[src/wgt_pkg.sv]
package wgt_pkg;
  // ----------------------------------------------------------------
  // register map (byte addresses)
  // ----------------------------------------------------------------
  localparam logic [11:0] OFS_MODE = 12'h000;
  localparam logic [11:0] OFS_RELOAD = 12'h004;
  localparam logic [11:0] OFS_FEED = 12'h008;
  localparam logic [11:0] OFS_COUNT = 12'h00c;
  localparam logic [11:0] OFS_WARN = 12'h010;
  localparam logic [11:0] OFS_WINDOW = 12'h014;
  localparam logic [11:0] OFS_STATUS = 12'h018;
  localparam logic [11:0] OFS_MASK = 12'h01c;
  localparam logic [11:0] OFS_CLKDIV = 12'h020;
  // ----------------------------------------------------------------
  // mode register bit positions
  // ----------------------------------------------------------------
  localparam int MODE_EN = 0;
  localparam int MODE_RESET = 1;
  localparam int MODE_PROTECT = 2;
  localparam int MODE_WINDOW = 3;
  localparam int MODE_SLEEP_RUN = 4;
  localparam int MODE_DEBUG_RUN = 5;
  // ----------------------------------------------------------------
  // status bit positions
  // ----------------------------------------------------------------
  localparam int ST_TIMEOUT = 0;
  localparam int ST_WARN = 1;
  localparam int ST_WINERR = 2;
  localparam int ST_FEEDERR = 3;
  localparam int ST_WDRESET = 4;
  // ----------------------------------------------------------------
  // reset values, keys and counts
  // ----------------------------------------------------------------
  localparam logic [23:0] RELOAD_RST = 24'hffffff;
  localparam logic [23:0] WINDOW_RST = 24'hffffff;
  localparam logic [9:0] WARN_RST = 10'h000;
  localparam logic [23:0] RELOAD_MIN = 24'h0000ff;
  localparam logic [7:0] FEED_KEY1 = 8'haa;
  localparam logic [7:0] FEED_KEY2 = 8'h55;
  localparam int PRESCALE = 4;
  localparam logic [7:0] CLKDIV_RST = 8'h00;
  localparam int RSTPULSE_CYC = 4;
  typedef enum logic [1:0] {FEED_IDLE, FEED_HALF} wgt_feed_e;
endpackage : wgt_pkg

[src/windowed_guard_timer.sv]
// Added by the designer: the APB interface to the registers and the placing of the registers.
`timescale 1ns/1ps
`default_nettype none
// Contract
// - enabled and not fed before time-out: pulse whole-chip reset
// - windowed mode: feed only while count is at or below window value
// - warning interrupt when count reaches programmed warning point
// - 24-bit down counter advanced by fixed divide-by-four prescaler
// - time-out from 1024 to over 67 million guard clocks, steps of four
// - enable cannot be cleared by software, only by reset
// - wrong feed sequence while enabled gives immediate event
// - protect mode: reload value changes only after warning point
// - status flag records reset caused by the guard timer
// - guard clock from 1 MHz oscillator through programmable divider
// - configurable to keep counting in deep sleep
module wgt_windowed_guard_timer
  import wgt_pkg::*;
(
  // clock and reset
  input wire logic clk,
  input wire logic rstn,
  // apb slave
  input wire logic psel,
  input wire logic penable,
  input wire logic pwrite,
  input wire logic [11:0] paddr,
  input wire logic [31:0] pwdata,
  output logic [31:0] prdata,
  output logic pready,
  output logic pslverr,
  // oscillator tick and system state
  input wire logic osc1mTick,
  input wire logic deepSleep,
  input wire logic debugHalt,
  input wire logic wdResetSeen,
  // outputs
  output logic irq,
  output logic chipReset
);
  import wgt_pkg::*;

  // ----------------------------------------------------------------
  // declarations
  // ----------------------------------------------------------------
  logic [5:0] mode_q;
  logic [23:0] reload_q;
  logic [23:0] count_q;
  logic [9:0] warn_q;
  logic [23:0] window_q;
  logic [4:0] status_q;
  logic [4:0] mask_q;
  logic [7:0] clkDiv_q;
  logic [7:0] divCnt_q;
  logic [1:0] pre_q;
  logic [2:0] rstCnt_q;
  wgt_feed_e feed_q;
  logic [2:0] oscSync_q;
  logic [1:0] sleepSync_q;
  logic [1:0] haltSync_q;
  logic [1:0] seenSync_q;
  logic wr;
  logic rd;
  logic wdTick;
  logic decTick;
  logic run;
  logic feedOk;
  logic feedBad;
  logic winBad;
  logic warnHit;
  logic timeout;
  logic fire;
  logic [4:0] evt;

  // warning point widened to the counter width
  function automatic logic [23:0] warnPoint(input logic [9:0] w);
    return {14'h000, w};
  endfunction : warnPoint

  // ----------------------------------------------------------------
  // input synchronisers
  // ----------------------------------------------------------------
  // two flops before any logic reads pins
  // third oscillator flop only serves the rising-edge detect
  always_ff @(posedge clk) begin
    if (!rstn) begin
      oscSync_q <= 3'h0;
      sleepSync_q <= 2'h0;
      haltSync_q <= 2'h0;
      seenSync_q <= 2'h0;
    end else begin
      oscSync_q <= {oscSync_q[1:0], osc1mTick};
      sleepSync_q <= {sleepSync_q[0], deepSleep};
      haltSync_q <= {haltSync_q[0], debugHalt};
      seenSync_q <= {seenSync_q[0], wdResetSeen};
    end
  end

  // ----------------------------------------------------------------
  // apb decode
  // ----------------------------------------------------------------
  // access-phase strobes; zero wait states, no error response
  assign wr = psel && penable && pwrite;
  assign rd = psel && penable && !pwrite;
  assign pready = 1'b1;
  assign pslverr = 1'b0;

  // ----------------------------------------------------------------
  // guard clock divider and prescaler
  // ----------------------------------------------------------------
  // rising edge of synced oscillator, then divide by clkDiv+1
  assign wdTick = oscSync_q[1] && !oscSync_q[2] && (divCnt_q >= clkDiv_q);
  // counting gated by enable, sleep and debug halt
  assign run = mode_q[MODE_EN]
             && (!sleepSync_q[1] || mode_q[MODE_SLEEP_RUN])
             && (!haltSync_q[1] || mode_q[MODE_DEBUG_RUN]);
  // one decrement per four guard ticks
  assign decTick = wdTick && run && (pre_q == 2'(PRESCALE - 1));

  // divider counter; wraps at or above the limit, so lowering the
  // divider while running never stalls the guard clock for a full wrap
  always_ff @(posedge clk) begin
    if (!rstn) begin
      divCnt_q <= 8'h00;
    end else if (oscSync_q[1] && !oscSync_q[2]) begin
      divCnt_q <= (divCnt_q >= clkDiv_q) ? 8'h00 : divCnt_q + 8'h01;
    end
  end

  // fixed divide-by-four prescaler
  always_ff @(posedge clk) begin
    if (!rstn) begin
      pre_q <= 2'h0;
    end else if (feedOk) begin
      pre_q <= 2'h0;
    end else if (wdTick && run) begin
      pre_q <= pre_q + 2'h1;
    end
  end

  // ----------------------------------------------------------------
  // feed sequence
  // ----------------------------------------------------------------
  // second key right after the first completes the feed
  assign feedOk = wr && paddr == OFS_FEED && feed_q == FEED_HALF
                  && pwdata[7:0] == FEED_KEY2;
  // a first key followed by anything but the second, or a stray value
  assign feedBad = mode_q[MODE_EN] && wr && (
                   (feed_q == FEED_HALF && !feedOk) ||
                   (paddr == OFS_FEED && feed_q == FEED_IDLE
                    && pwdata[7:0] != FEED_KEY1));
  // early feed, warning point and expiry
  assign winBad = feedOk && mode_q[MODE_WINDOW] && count_q > window_q;
  assign warnHit = mode_q[MODE_EN] && count_q == warnPoint(warn_q);
  // count holds at zero, so each later decrement tick fires again
  assign timeout = decTick && count_q == 24'h000000;
  assign fire = timeout || feedBad || winBad;

  // feed state
  // any write between the two keys breaks the pair
  always_ff @(posedge clk) begin
    if (!rstn) begin
      feed_q <= FEED_IDLE;
    end else if (wr) begin
      if (feed_q == FEED_IDLE && paddr == OFS_FEED && pwdata[7:0] == FEED_KEY1) begin
        feed_q <= FEED_HALF;
      end else begin
        feed_q <= FEED_IDLE;
      end
    end
  end

  // ----------------------------------------------------------------
  // down counter
  // ----------------------------------------------------------------
  // reload on a good feed inside the window, else count down to zero
  always_ff @(posedge clk) begin
    if (!rstn) begin
      count_q <= RELOAD_RST;
    end else if (feedOk && !winBad) begin
      count_q <= reload_q;
    end else if (decTick && count_q != 24'h000000) begin
      count_q <= count_q - 24'h000001;
    end
  end

  // ----------------------------------------------------------------
  // control registers
  // ----------------------------------------------------------------
  // mode register; enable and reset-mode bits are set-only
  // protect is set-only too; window and run bits stay writable
  always_ff @(posedge clk) begin
    if (!rstn) begin
      mode_q <= 6'h00;
    end else if (wr && paddr == OFS_MODE) begin
      mode_q <= pwdata[5:0] | (mode_q & 6'h07);
    end
  end

  // reload value; floor keeps time-out at least 1024 guard clocks
  always_ff @(posedge clk) begin
    if (!rstn) begin
      reload_q <= RELOAD_RST;
    end else if (wr && paddr == OFS_RELOAD
                 && (!mode_q[MODE_PROTECT] || count_q <= warnPoint(warn_q))) begin
      reload_q <= (pwdata[23:0] < RELOAD_MIN) ? RELOAD_MIN : pwdata[23:0];
    end
  end

  // warning point, window, mask, divider
  always_ff @(posedge clk) begin
    if (!rstn) begin
      warn_q <= WARN_RST;
      window_q <= WINDOW_RST;
      mask_q <= 5'h00;
      clkDiv_q <= CLKDIV_RST;
    end else if (wr) begin
      if (paddr == OFS_WARN) begin
        warn_q <= pwdata[9:0];
      end else if (paddr == OFS_WINDOW) begin
        window_q <= pwdata[23:0];
      end else if (paddr == OFS_MASK) begin
        mask_q <= pwdata[4:0];
      end else if (paddr == OFS_CLKDIV) begin
        clkDiv_q <= pwdata[7:0];
      end
    end
  end

  // ----------------------------------------------------------------
  // status and interrupt
  // ----------------------------------------------------------------
  assign evt = {1'b0, feedBad, winBad, warnHit, timeout};

  // sticky bits; read clears, set wins over clear
  // a read clears only the bits it returned (captured in the setup
  // cycle), so an event landing between setup and access is kept
  always_ff @(posedge clk) begin
    if (!rstn) begin
      status_q <= 5'h00;
    end else begin
      if (rd && paddr == OFS_STATUS) begin
        status_q <= (status_q & ~prdata[4:0]) | evt;
      end else begin
        status_q <= status_q | evt;
      end
      if (seenSync_q[1]) begin
        status_q[ST_WDRESET] <= 1'b1;
      end
    end
  end

  // level interrupt while any unmasked status bit is set
  assign irq = |(status_q & mask_q);

  // ----------------------------------------------------------------
  // chip reset pulse
  // ----------------------------------------------------------------
  // a new event restarts the pulse at full length
  always_ff @(posedge clk) begin
    if (!rstn) begin
      rstCnt_q <= 3'h0;
    end else if (fire && mode_q[MODE_RESET]) begin
      rstCnt_q <= 3'(RSTPULSE_CYC);
    end else if (rstCnt_q != 3'h0) begin
      rstCnt_q <= rstCnt_q - 3'h1;
    end
  end

  // high for the whole pulse
  assign chipReset = rstCnt_q != 3'h0;

  // ----------------------------------------------------------------
  // read data
  // ----------------------------------------------------------------
  // captured in the setup cycle, held through the access phase
  always_ff @(posedge clk) begin
    if (!rstn) begin
      prdata <= 32'h00000000;
    end else if (psel && !penable && !pwrite) begin
      if (paddr == OFS_MODE) begin
        prdata <= {26'h0, mode_q};
      end else if (paddr == OFS_RELOAD) begin
        prdata <= {8'h00, reload_q};
      end else if (paddr == OFS_COUNT) begin
        prdata <= {8'h00, count_q};
      end else if (paddr == OFS_WARN) begin
        prdata <= {22'h0, warn_q};
      end else if (paddr == OFS_WINDOW) begin
        prdata <= {8'h00, window_q};
      end else if (paddr == OFS_STATUS) begin
        prdata <= {27'h0, status_q};
      end else if (paddr == OFS_MASK) begin
        prdata <= {27'h0, mask_q};
      end else if (paddr == OFS_CLKDIV) begin
        prdata <= {24'h0, clkDiv_q};
      end else begin
        prdata <= 32'h00000000;
      end
    end
  end
endmodule : wgt_windowed_guard_timer
`default_nettype wire

[config.mk]
export PLATFORM = sky130hd
export DESIGN_NAME = wgt_windowed_guard_timer
export DESIGN_NICKNAME = d
export VERILOG_FILES = /design/src/wgt_pkg.sv /design/src/windowed_guard_timer.sv
export SDC_FILE = /design/constraint.sdc
export NUM_CORES = 1
export LEC_CHECK = 0
export BUFFER_PORTS_ARGS = -buffer_cell sky130_fd_sc_hd__clkbuf_2
export CAP_MARGIN = 10
export CELL_PAD_IN_SITES_DETAIL_PLACEMENT = 1
export CELL_PAD_IN_SITES_GLOBAL_PLACEMENT = 2
export CORE_MARGIN = 2
export CORE_UTILIZATION = 32
export DETAILED_ROUTE_END_ITERATION = 7
export GPL_TIMING_DRIVEN = 1
export HOLD_SLACK_MARGIN = 0.03
export PLACE_DENSITY_LB_ADDON = 0.1
export SLEW_MARGIN = 15
export SYNTH_ARGS = -nofsm -noshare
export SYNTH_HDL_FRONTEND = slang
export SYNTH_SLANG_ARGS = --single-unit
[constraint.sdc]
create_clock -name clk -period 2.8 [get_ports clk]
set_input_delay 0.42 -clock clk [delete_from_list [all_inputs] [get_ports clk]]
set_output_delay 0.42 -clock clk [all_outputs]
set_load 0.03 [all_outputs]
==> reports/qor.csv <==
stage;metric;value;unit
placement;io_buffers;70;
outcome;run_status;finished clean;
synthesis;synth_common_cells;dfxtp_1 (153), nor2_1 (77), inv_1 (71), nand2_1 (69);
min_path;hold_path_class;primary input to flop;
route;via_per_inst;5.42;
cells_and_area;drive_gt1_share;24.2;%
route;routedWlPerCell;21.5;um
setup_path;path_max_fanout;8;
timing;worst_hold_slack;0.190;ns
setup_path;critPathMostFrequentCell;buf_4;
route;detailroute.via_count;7634;
setup_path;cp_slowest_cell;or4_4;
power_and_ir_drop;p_per_area;492;nW/um^2
global_routing;grt_pass1_vias;7473;
route;drt_iter0_markers;557;
route;ant_nets;0;
timing;finalMaxSlewViolations;0;
route;wl_met2;13.9;mm
global_routing;grt_util_all_layers;23.1;%
setup_path;required;3.15;ns
timing;relSlewSlack;43.4;%
setup_path;start_kind;flop;
placement;place_inst;1362;
synthesis;syn_avg_cell_area;8.57;um^2
placement;dp_slack;-0.133;ns
floorplanning;core-area;24300;um^2
timing;setup_tns;0;ns
cts;insertion_delay;0.44;ns
floorplanning;rows;57;
placement;gp_congestion;0.830;
synthesis;yosysTopAreaCell;dfxtp_1;
global_routing;grt_max_degree;51;
route;met1_length;14.7;mm
min_path;min_from;deepSleep;
global_routing;gr-total-overflow;0;
cells_and_area;nets;1172;
floorplanning;die_w;162;um
setup_path;path_cells;ha_4 -> nand4_1 -> or4_4 -> o21ai_2 -> buf_4 -> a31oi_1 -> a211oi_2 -> buf_4 -> nor2_4 -> clkbuf_16 -> a22oi_1;
floorplanning;die_h;162;um
synthesis;synth-seq-cells;153;
flow_run;max_cap_violations;0;
placement;hpwlAfterDp;22.6;mm
timing;hold_viol_final;0;
synthesis;async_flop_share;0;%
cts;numCtsBuffers;17;
setup_path;path_class;flop to flop;
setup_path;r2r-start;count_q[21];
timing;skew;0.0159;ns
cells_and_area;synthToLayoutAreaGrowth;28.3;%
cts;root_buffer;clkbuf_16;
cts;cts_tree;done;
global_routing;grt_pass1_wl;45.5;mm
timing;max_freq;362;MHz
cts;htree_levels;4;
timing;setup_viol;0;
timing;fin_crit;2.76;ns
synthesis;syn_inst;928;
synthesis;ys_warn_count;0;
setup_path;startpoint;count_q[21];
route;wl_met3;1.36;mm
cts;clkSlewWorstSetupHoldPaths;0.07;ns
power_and_ir_drop;worst_ir_drop_vdd;0.000245;V
route;drt_pass1_iterations;6;
synthesis;syn_area;7950;um^2
cts;cts_buffer_depth;2;
global_routing;antenna_found_initial;0;
synthesis;synth_seq_area_share;38.5;%
synthesis;synth_top_area_share;38.5;%
setup_path;cpPeakStageDelay;0.62;ns
floorplanning;initial_core_util;32.7;%
synthesis;synthFlopType;dfxtp_1;
power_and_ir_drop;p_leak;3.96;nW
synthesis;synth.distinct_cells;65;
setup_path;endpoint_kind;flop;
floorplanning;ios;89;
synthesis;synth_edf_count;0;
cells_and_area;fin_cells;1408;
floorplanning;die-area;26100;um^2
timing;post-route-period-util;98.7;%
synthesis;synthTopCellsByArea;dfxtp_1 (39%), ha_1 (7.6%), nor2_1 (3.6%), inv_1 (3.4%), nand2_1 (3.3%);
route;drc_errors;0;
route;wirelength;30.3;mm
setup_path;cp.arrival;3.11;ns
cells_and_area;n_antenna_cell;0;
timing;tightest_slew;0.849;ns
timing;fin_ws;0.0352;ns
synthesis;yosysMostFrequentCell;dfxtp_1;
cts;cts_hold_buf;0;
route;dr.max_layer_used;met4;
cts;cts.sinks;153;
cells in the final DEF, fill, tap and decap left out, types with 19 or more instances in the layout:
cell type / instances
nor3_1: 39
a222oi_1: 21
nor2_1: 75
clkbuf_2: 70
clkbuf_16: 20
o21ai_0: 23
mux2i_1: 19
inv_1: 67
ha_1: 43
buf_4: 97
nand3_1: 19
o211ai_1: 27
dfxtp_1: 145
nand2_1: 69
a21oi_1: 48
worst max-delay path: cells and delay by family (launching register included):
family | cells | cell delay, ns
compound gates | 4 | 0.59
flops | 1 | 0.40
simple gates | 3 | 0.90
buf+inv | 3 | 0.49
fa+ha+maj | 1 | 0.30
metrics by stage:
stage | total power, mW | area, um^2 | util (%)
final | 5.02 | 10200 | 41.9
after global routing | 5.22 | 10200 | 41.9
after CTS | 5.06 | 9920 | 40.8
after detailed placement | 2.70 | 9300 | 38.3
after global placement | 2.69 | 9300 | 38.3
after floorplan | 2.54 | 7980 | -
sequential cells by signal, summed over array words and instances (netlist names):
register / count
divCnt_q: 8
clkDiv_q: 8
mode_q: 6
prdata: 24
oscSync_q: 3
pre_q: 2
sleepSync_q: 2
warn_q: 10
window_q: 24
feed_q: 1
status_q: 5
reload_q: 24
mask_q: 5
count_q: 24
rstCnt_q: 3
seenSync_q: 2
haltSync_q: 2
where the power goes:
| group | internal, mW | total (mW) | switching [mW] | leakage [nW] |
|---|---|---|---|---|
| combinational | 0.135 | 0.427 | 0.293 | 2.44 |
| sequential | 2.22 | 2.24 | 0.0240 | 1.24 |
| clock | 1.20 | 2.35 | 1.15 | 0.288 |
metal layers:
metal	global-route usage [%]	up-vias
met5	0	-
met4	4.87	0
met3	3.06	22
met1	33.3	3745
li1	-	3709
met2	36.7	158
cell families after synthesis:
group           synth area share (%)
compound gates                  21.7
xor+xnor                        2.64
fa+ha+maj                       7.56
buf+inv                         7.19
flops                           38.5
mux                             2.39
other cells                   0.0945
simple gates                    19.9
repair_timing:
| item | 4_1_cts | 5_1_grt |
|---|---|---|
| pin swaps | 2 | 14 |
| setup buffers | 1 | 11 |
| setup endpoints to repair | 8 | 35 |
| resized for setup | 5 | 31 |
| gates cloned | 0 | 2 |
cell type report:
type                            count  area [um^2]
Clock buffer                       17          425
Sequential cell                   153         3070
Clock inverter                     15          170
Multi-Input combinational cell    647         4500
Inverter                           71          267
Fill cell                        2925        14100
Timing Repair Buffer              181         1360
Tap cell                          324          405
path summary, 6_finish.rpt:
kind | cells past startpoint | to | slack (ns)
worst max-delay path | 11 | count_q[20] | 0.04
worst min-delay path | 2 | sleepSync_q[0] | 0.19
worst max register to register | 11 | count_q[20] | 0.04
worst min register to register | 1 | sleepSync_q[1] | 0.44
No activity file was read; power rests on OpenSTA's default activity.
